`config.mk`:
```
export PLATFORM = sky130hd
export DESIGN_NAME = isl_irq_status_latch
export DESIGN_NICKNAME = d
export VERILOG_FILES = /design/src/rtl/isl_pkg.sv /design/src/rtl/isl_status_cell.sv /design/src/rtl/isl_irq_status_latch.sv
export SDC_FILE = /design/constraint.sdc
export NUM_CORES = 1
export LEC_CHECK = 0
export ABC_AREA = 1
export BUFFER_PORTS_ARGS = -buffer_cell sky130_fd_sc_hd__clkbuf_2
export CORE_MARGIN = 4
export CORE_UTILIZATION = 35
export DETAILED_ROUTE_END_ITERATION = 12
export GPL_ROUTABILITY_DRIVEN = 0
export GPL_TIMING_DRIVEN = 0
export PLACE_DENSITY = 0.65
export SYNTH_ARGS = -nofsm -noshare
export SYNTH_HDL_FRONTEND = slang
export SYNTH_SLANG_ARGS = --single-unit
```
`constraint.sdc`:
```
create_clock -name clk_sys -period 1.3 [get_ports clk_sys]
set_clock_uncertainty 0.2 [all_clocks]
set_input_delay 0.26 -clock clk_sys [delete_from_list [all_inputs] [get_ports clk_sys]]
set_output_delay 0.26 -clock clk_sys [all_outputs]
set_load 0.01 [all_outputs]
```
`src/rtl/isl_pkg.sv`:
```
package isl_pkg;

   localparam int ISL_ADDR_W = 12;
   localparam int ISL_DATA_W = 8;
   localparam int ISL_LANES = 4;

   // Register offsets
   localparam logic [ISL_ADDR_W-1:0] ISL_ENABLE0_OFF = 12'h01f;
   localparam logic [ISL_ADDR_W-1:0] ISL_ENABLE1_OFF = 12'h020;
   localparam logic [ISL_ADDR_W-1:0] ISL_STATUS0_OFF = 12'h023;
   localparam logic [ISL_ADDR_W-1:0] ISL_STATUS1_OFF = 12'h024;
   localparam logic [ISL_ADDR_W-1:0] ISL_LANE_FULL_OFF = 12'h30c;
   localparam logic [ISL_ADDR_W-1:0] ISL_LANE_EMPTY_OFF = 12'h30d;

   // Bit positions in the 16-bit view {status1, status0}
   localparam int ISL_BIT_CONV_LOSS = 7;
   localparam int ISL_BIT_CONV_LOCKED = 6;
   localparam int ISL_BIT_LINK_LOSS = 4;
   localparam int ISL_BIT_LINK_LOCKED = 3;
   localparam int ISL_BIT_LANE_FAULT = 1;
   localparam int ISL_BIT_DELAY_LINE_FAULT = 0;
   localparam int ISL_BIT_BAD_PARAM = 15;
   localparam int ISL_BIT_LANE_LEVEL = 14;
   localparam int ISL_BIT_DELAY_LEVEL = 13;

   // Implemented bits; every other bit reads zero and ignores writes
   localparam logic [15:0] ISL_VALID_MASK = 16'he0db;
   localparam logic [ISL_DATA_W-1:0] ISL_RESET_VAL = 8'h00;

   typedef struct packed {
      logic wr;
      logic rd;
      logic [ISL_ADDR_W-1:0] addr;
      logic [ISL_DATA_W-1:0] data;
   } isl_reg_req_t;

endpackage

```
`src/rtl/isl_status_cell.sv`:
```
`timescale 1ns/10ps
module isl_status_cell
   import isl_pkg::*;
(
   // Clock and reset
   input wire logic clk_sys,
   input wire logic srst,
   // Source and control
   input wire logic cond,
   input wire logic irqEnable,
   input wire logic clearReq,
   // Results
   output logic statusView,
   output logic pending
);

   logic condPrev_reg;
   logic condPrev_next;
   logic latch_reg;
   logic latch_next;
   logic risePulse;

   always_comb begin
      risePulse = cond & ~condPrev_reg;
      condPrev_next = cond;
      if (!irqEnable) begin
         // Live mode keeps nothing, so enabling later needs a fresh edge
         latch_next = 1'b0;
      end else if (risePulse) begin
         // An edge in the clearing cycle keeps the bit set
         latch_next = 1'b1;
      end else if (clearReq) begin
         latch_next = 1'b0;
      end else begin
         latch_next = latch_reg;
      end
   end

   always_ff @(posedge clk_sys) begin
      if (srst) begin
         condPrev_reg <= 1'b0;
         latch_reg <= 1'b0;
      end else begin
         condPrev_reg <= condPrev_next;
         latch_reg <= latch_next;
      end
   end

   assign statusView = irqEnable ? latch_reg : cond;
   assign pending = irqEnable & latch_reg;

endmodule

```
`src/rtl/isl_irq_status_latch.sv`:
```
`timescale 1ns/10ps
// What this block does
// - With its enable low, a status bit shows the live source condition and raises no interrupt.
// - With its enable high, a status bit latches on a rising source edge and pulls the interrupt low.
// - Writing one to a latched bit clears it unless a new source edge arrives in that cycle, and the interrupt releases when no enabled bit is set.
// - Bit 7 of the first status register reports loss of converter clock lock.
// - Bit 6 of the first status register reports converter clock locked.
// - Bit 4 of the first status register reports loss of link clock lock.
// - Bit 3 of the first status register reports link clock locked.
// - Bit 1 of the first status register flags any lane buffer going full or empty while the link is enabled.
// - The lane buffer fault stays until software disables and re-enables the link.
// - Per-lane full flags read at 0x30C and per-lane empty flags at 0x30D.
// - Bit 0 of the first status register flags a delay-line buffer error.
// - Bit 7 of the second status register flags a bad link parameter.
// - Bit 6 of the second status register reports lane buffer level, live or latched.
// - Bit 5 of the second status register reports delay buffer level, live or latched.
// - Each source has its own read-write enable bit, reset to zero, choosing live or latched.
module isl_irq_status_latch
   import isl_pkg::*;
#(
   parameter int LANES = ISL_LANES
) (
   // Clock and reset
   input wire logic clk_sys,
   input wire logic srst,
   // Register port
   input wire isl_reg_req_t regReq,
   output logic [ISL_DATA_W-1:0] regRdata,
   // Event sources
   input wire logic convClockLockLoss,
   input wire logic convClockLocked,
   input wire logic linkClockLockLoss,
   input wire logic linkClockLocked,
   input wire logic delayLineBufferFault,
   input wire logic badLinkParameter,
   input wire logic laneBufferLevelFlag,
   input wire logic delayBufferLevelFlag,
   // Link lane buffers
   input wire logic linkEnable,
   input wire logic [LANES-1:0] laneBufFull,
   input wire logic [LANES-1:0] laneBufEmpty,
   // Shared interrupt
   output logic irqOutN
);

   ////////////////////////////////////////////////////////////////////////////
   logic [7:0] enable0_reg;
   logic [7:0] enable0_next;
   logic [7:0] enable1_reg;
   logic [7:0] enable1_next;
   logic laneFaultHold_reg;
   logic laneFaultHold_next;
   logic [ISL_DATA_W-1:0] rdata_reg;
   logic [ISL_DATA_W-1:0] rdata_next;
   logic irqN_reg;
   logic irqN_next;
   logic [15:0] srcCond;
   logic [15:0] enAll;
   logic [15:0] clearAll;
   logic [15:0] statusView;
   logic [15:0] pending;

   function automatic logic hit(input isl_reg_req_t req, input logic [ISL_ADDR_W-1:0] off);
      hit = req.addr == off;
   endfunction

   ////////////////////////////////////////////////////////////////////////////
   // Lane fault hold
   always_comb begin
      laneFaultHold_next = linkEnable & (laneFaultHold_reg | (|(laneBufFull | laneBufEmpty)));
   end

   always_comb begin
      srcCond = 16'h0000;
      srcCond[ISL_BIT_CONV_LOSS] = convClockLockLoss;
      srcCond[ISL_BIT_CONV_LOCKED] = convClockLocked;
      srcCond[ISL_BIT_LINK_LOSS] = linkClockLockLoss;
      srcCond[ISL_BIT_LINK_LOCKED] = linkClockLocked;
      srcCond[ISL_BIT_LANE_FAULT] = laneFaultHold_reg;
      srcCond[ISL_BIT_DELAY_LINE_FAULT] = delayLineBufferFault;
      srcCond[ISL_BIT_BAD_PARAM] = badLinkParameter;
      srcCond[ISL_BIT_LANE_LEVEL] = laneBufferLevelFlag;
      srcCond[ISL_BIT_DELAY_LEVEL] = delayBufferLevelFlag;
   end

   ////////////////////////////////////////////////////////////////////////////
   // Enables and clears
   always_comb begin
      enable0_next = enable0_reg;
      enable1_next = enable1_reg;
      if (regReq.wr && hit(regReq, ISL_ENABLE0_OFF)) begin
         enable0_next = regReq.data & ISL_VALID_MASK[7:0];
      end
      if (regReq.wr && hit(regReq, ISL_ENABLE1_OFF)) begin
         enable1_next = regReq.data & ISL_VALID_MASK[15:8];
      end
   end

   assign enAll = {enable1_reg, enable0_reg};

   always_comb begin
      clearAll = 16'h0000;
      if (regReq.wr && hit(regReq, ISL_STATUS0_OFF)) begin
         clearAll[7:0] = regReq.data;
      end
      if (regReq.wr && hit(regReq, ISL_STATUS1_OFF)) begin
         clearAll[15:8] = regReq.data;
      end
   end

   ////////////////////////////////////////////////////////////////////////////
   // Status cells
   genvar gi;
   generate
      for (gi = 0; gi < 16; gi++) begin : g_bit
         if (ISL_VALID_MASK[gi]) begin : g_cell
            isl_status_cell u_cell (
               .clk_sys(clk_sys),
               .srst(srst),
               .cond(srcCond[gi]),
               .irqEnable(enAll[gi]),
               .clearReq(clearAll[gi]),
               .statusView(statusView[gi]),
               .pending(pending[gi])
            );
         end else begin : g_none
            assign statusView[gi] = 1'b0;
            assign pending[gi] = 1'b0;
         end
      end
   endgenerate

   ////////////////////////////////////////////////////////////////////////////
   // Read path and interrupt
   always_comb begin
      rdata_next = ISL_RESET_VAL;
      if (regReq.rd) begin
         if (hit(regReq, ISL_ENABLE0_OFF)) begin
            rdata_next = enable0_reg;
         end else if (hit(regReq, ISL_ENABLE1_OFF)) begin
            rdata_next = enable1_reg;
         end else if (hit(regReq, ISL_STATUS0_OFF)) begin
            rdata_next = statusView[7:0];
         end else if (hit(regReq, ISL_STATUS1_OFF)) begin
            rdata_next = statusView[15:8];
         end else if (hit(regReq, ISL_LANE_FULL_OFF)) begin
            rdata_next = ISL_DATA_W'(laneBufFull);
         end else if (hit(regReq, ISL_LANE_EMPTY_OFF)) begin
            rdata_next = ISL_DATA_W'(laneBufEmpty);
         end
      end
      irqN_next = ~(|pending);
   end

   always_ff @(posedge clk_sys) begin
      if (srst) begin
         enable0_reg <= ISL_RESET_VAL;
         enable1_reg <= ISL_RESET_VAL;
         laneFaultHold_reg <= 1'b0;
         rdata_reg <= ISL_RESET_VAL;
         irqN_reg <= 1'b1;
      end else begin
         enable0_reg <= enable0_next;
         enable1_reg <= enable1_next;
         laneFaultHold_reg <= laneFaultHold_next;
         rdata_reg <= rdata_next;
         irqN_reg <= irqN_next;
      end
   end

   assign regRdata = rdata_reg;
   assign irqOutN = irqN_reg;

   logic status0Clear;
   assign status0Clear = regReq.wr && hit(regReq, ISL_STATUS0_OFF);
endmodule

```
==> flow_summary_export.csv <==
group,metric,value,unit
status,status,"complete, no violations",
clocking,tritoncts,"yes",
final_layout,post-route-util,0.4678,
die,die_w,83.04,um
power_and_ir_drop,pwr-share-comb,0.118,
power_and_ir_drop,vdd_drop_max,0.5183,mV
clocking,cts_buffer_depth,2,
clocking,cts_inserted_buffers,5,
synthesis,post-synth-top-count-cell,"nand2_1",
power_and_ir_drop,clkPwrFrac,0.360,
sta,report.final.slew_viol_count,0,
synthesis,synth_top_area_frac,0.3759,
sta,finalSetupTns,0,ns
placement,dpl.hpwl,3797,um
sta,setup_viol,0,
synthesis,synth_area,1971,um^2
synthesis,synth_compound_area_frac,0.08762,
global_routing,grt_pass1_wl,7948,um
setup_path,cp.arrival,1.20,ns
synthesis,synthCells,298,
synthesis,synth_largest_area_cell,"dfxtp_1",
synthesis,synth-adder-area-share,0,
routing,vias,1957,
synthesis,synth_ff_type,"dfxtp_1",
die,io_pins,50,
synthesis,yosysUniqueCellTypes,27,
synthesis,synth-xor-area-share,0,
flow_run,drv_cap,0,
synthesis,syn_nets,339,
power_and_ir_drop,p_sw_frac,0.2408,
sta,worst_pin_slew,0.4613,ns
routing,wl_per_cell,11.03,um
final_layout,final_nets,403,
routing,vias_per_cell,4.509,
synthesis,ys_ff_latch,37,
placement,placed_area,2313,um^2
sta,max_freq,0.8180,GHz
synthesis,synth-edff-count,0,
setup_path,crit_chain,"clkbuf_2 > nor2_4 > nand2_4 > nor2_4 > nand4_4 > buf_4 > o21ai_1 > nor2_1",
synthesis,synth_area_leaders,"dfxtp_1, nand2_1, nor2_1",
power_and_ir_drop,pwr-share-seq,0.522,
sta,rsz0062_at_grt,"true",
power_and_ir_drop,power.switching,0.0005316,W
setup_path,critical_path_class,"input port to register",
sta,period_needed,1.222,ns
sta,hold_violations,0,
setup_path,path_buf_inv,2,
setup_path,crit_path_max_incr_delay,0.18,ns
clocking,clk_pin_slew,0.07,ns
synthesis,ys_warn_count,0,
global_routing,grt_pass1_vias,1813,
die,floorplan.die_area,6895,um^2
final_layout,diodes,0,
die,core-area,5473,um^2
synthesis,ys_top_cells_by_count,"nand2_1, nor2_1, inv_1, dfxtp_1, nand3_1",
setup_path,cp_max_fo,5,
setup_path,crit_top_cell,"nor2_4",
global_routing,grt_max_degree,11,
setup_path,timing.critical_path.slowest_stage_cell,"buf_4",
final_layout,syn_to_final_growth,29.91,%
routing,drt_wl_total,4787,um
setup_path,worstPathRequired,1.28,ns
setup_path,crit_path_end_kind,"register",
global_routing,track_usage,0.1400,
routing,drt-initial-drc-count,79,
sta,slew_headroom,0.6925,
routing,ant_nets,0,
synthesis,synth-seq-area-share,0.3759,
clocking,clock_latency,0.29,ns
die,die_h,83.04,um
synthesis,avgSynthCellArea,6.613,um^2
clocking,ctsRootBufferMaster,"clkbuf_8",
synthesis,synthArstFlopShare,0,
power_and_ir_drop,p_per_area,862.5,nW/um^2
sta,period_share,0.9403,
die,rows,27,
clocking,htreeDepth,2,
power_and_ir_drop,intPower,0.001676,W
final_layout,stdcell_area,2560,um^2
placement,port_buffers,47,
synthesis,synth_simple_gate_area_frac,0.4356,
setup_path,crit_family,"simple AND/OR/NAND/NOR gates",
final_layout,drive_above_1_share,0.3177,
die,initial_core_util,0.3601,
routing,drc_errors,0,
setup_path,startpoint_type,"input port",
worst_hold_path,hp-class,"input port to register",
routing,drtPass1Iterations,4,
clocking,clock-sinks,37,
global_routing,antenna_found_initial,0,
power_and_ir_drop,p_leak,1.234,nW
global_routing,grt_overflow,0,
synthesis,synthMuxAreaShare,0,
synthesis,synth_top_family_by_area,"simple AND/OR/NAND/NOR gates",
==> power groups by stage <==
stage               clock network [W]  registers [W]  logic (W)
global route                 0.000869        0.00115   0.000291
CTS                          0.000830        0.00115   0.000242
floorplan                           0        0.00118   0.000126
finish                       0.000794        0.00115   0.000261
detailed placement                  0        0.00118   0.000234
global placement                    0        0.00118   0.000232
==> metal layers <==
layer | track usage | wire length, um | vias up
li1 | - | - | 1061
met1 | 0.1868 | 2280 | 846
met2 | 0.2245 | 2181 | 43
met3 | 0.03373 | 269 | 7
met4 | 0.04012 | 56 | 0
met5 | 0 | 0 | -
==> logic make-up after synthesis <==
| group | count (synthesis) |
|---|---|
| buffers and inverters | 50 |
| AO/OA/AOI/OAI | 32 |
| flip-flops | 37 |
| AND/OR/NAND/NOR | 179 |
==> worst register-to-register path, stage by stage, from the launching register on <==
cell,delay [ns]
dfxtp_1,0.39
nand2_1,0.09
o21ai_1,0.11
nand3_1,0.10
nand2_1,0.08
nand2_1,0.06
a21oi_2,0.11
==> timing repair <==
action                                  in CTS  in global routing
gates resized for setup                      1                 24
pin swaps                                    0                  6
hold buffers                                 3                  0
hold endpoints to repair                     3                  0
gates cloned                                 0                  1
endpoints found under the setup margin       1                 18
buffers inserted                             0                  6
==> cell usage in the layout (no fill, tap or decap), types with 2 or more instances in the layout <==
cell type,synthesis,layout
dlygate4sd3_1,0,3
nor4_1,2,2
nand3_1,15,15
dfxtp_1,37,37
nand2_1,72,68
o21ai_0,5,4
o21a_1,3,3
and2_1,2,2
a21oi_1,12,11
clkbuf_1,1,2
inv_1,39,38
clkbuf_2,0,46
buf_4,0,8
inv_2,6,7
nand2_2,12,12
nor2_1,45,39
or2_2,6,6
clkbuf_8,0,6
nand4_1,11,11
nor2_4,5,10
buf_2,3,3
nand2_4,0,4
nor2_2,5,6
o21ai_1,9,9
==> cell type report <==
cell class,count,area (um^2)
Inverter,45,168.9
Buffer,5,30.03
Sequential cell,37,740.7
Fill cell,596,2913
Tap cell,72,90.09
Multi-Input combinational cell,211,1124
Clock buffer,7,86.33
Timing Repair Buffer,57,320.3
==> stage by stage <==
stage	std cells	hold WS (ns)	worst slack, ns	power, W
5_1_grt	434	0.01528	-0.005227	0.002312
4_1_cts	427	0.002721	0.02381	0.002224
3_5_place_dp	417	0.2493	-0.2932	0.001413
3_3_place_gp	417	0.2449	-0.3235	0.001410
2_1_floorplan	298	0.1849	0.0009724	0.001304
6_report	434	0.007667	0.07757	0.002208
==> path summary, 6_finish.rpt <==
kind | startpoint | endpoint | slack [ns] | cells after the start
max | regReq[19] | enable0_reg[7] | 0.08 | 8
min reg2reg | g_bit[0].g_cell.u_cell.latch_reg | g_bit[0].g_cell.u_cell.latch_reg | 0.26 | 2
max reg2reg | enable0_reg[7] | regRdata[7] | 0.11 | 6
min | badLinkParameter | g_bit[15].g_cell.u_cell.condPrev_reg | 0.008 | 3
(Power assumes the default switching activity.)
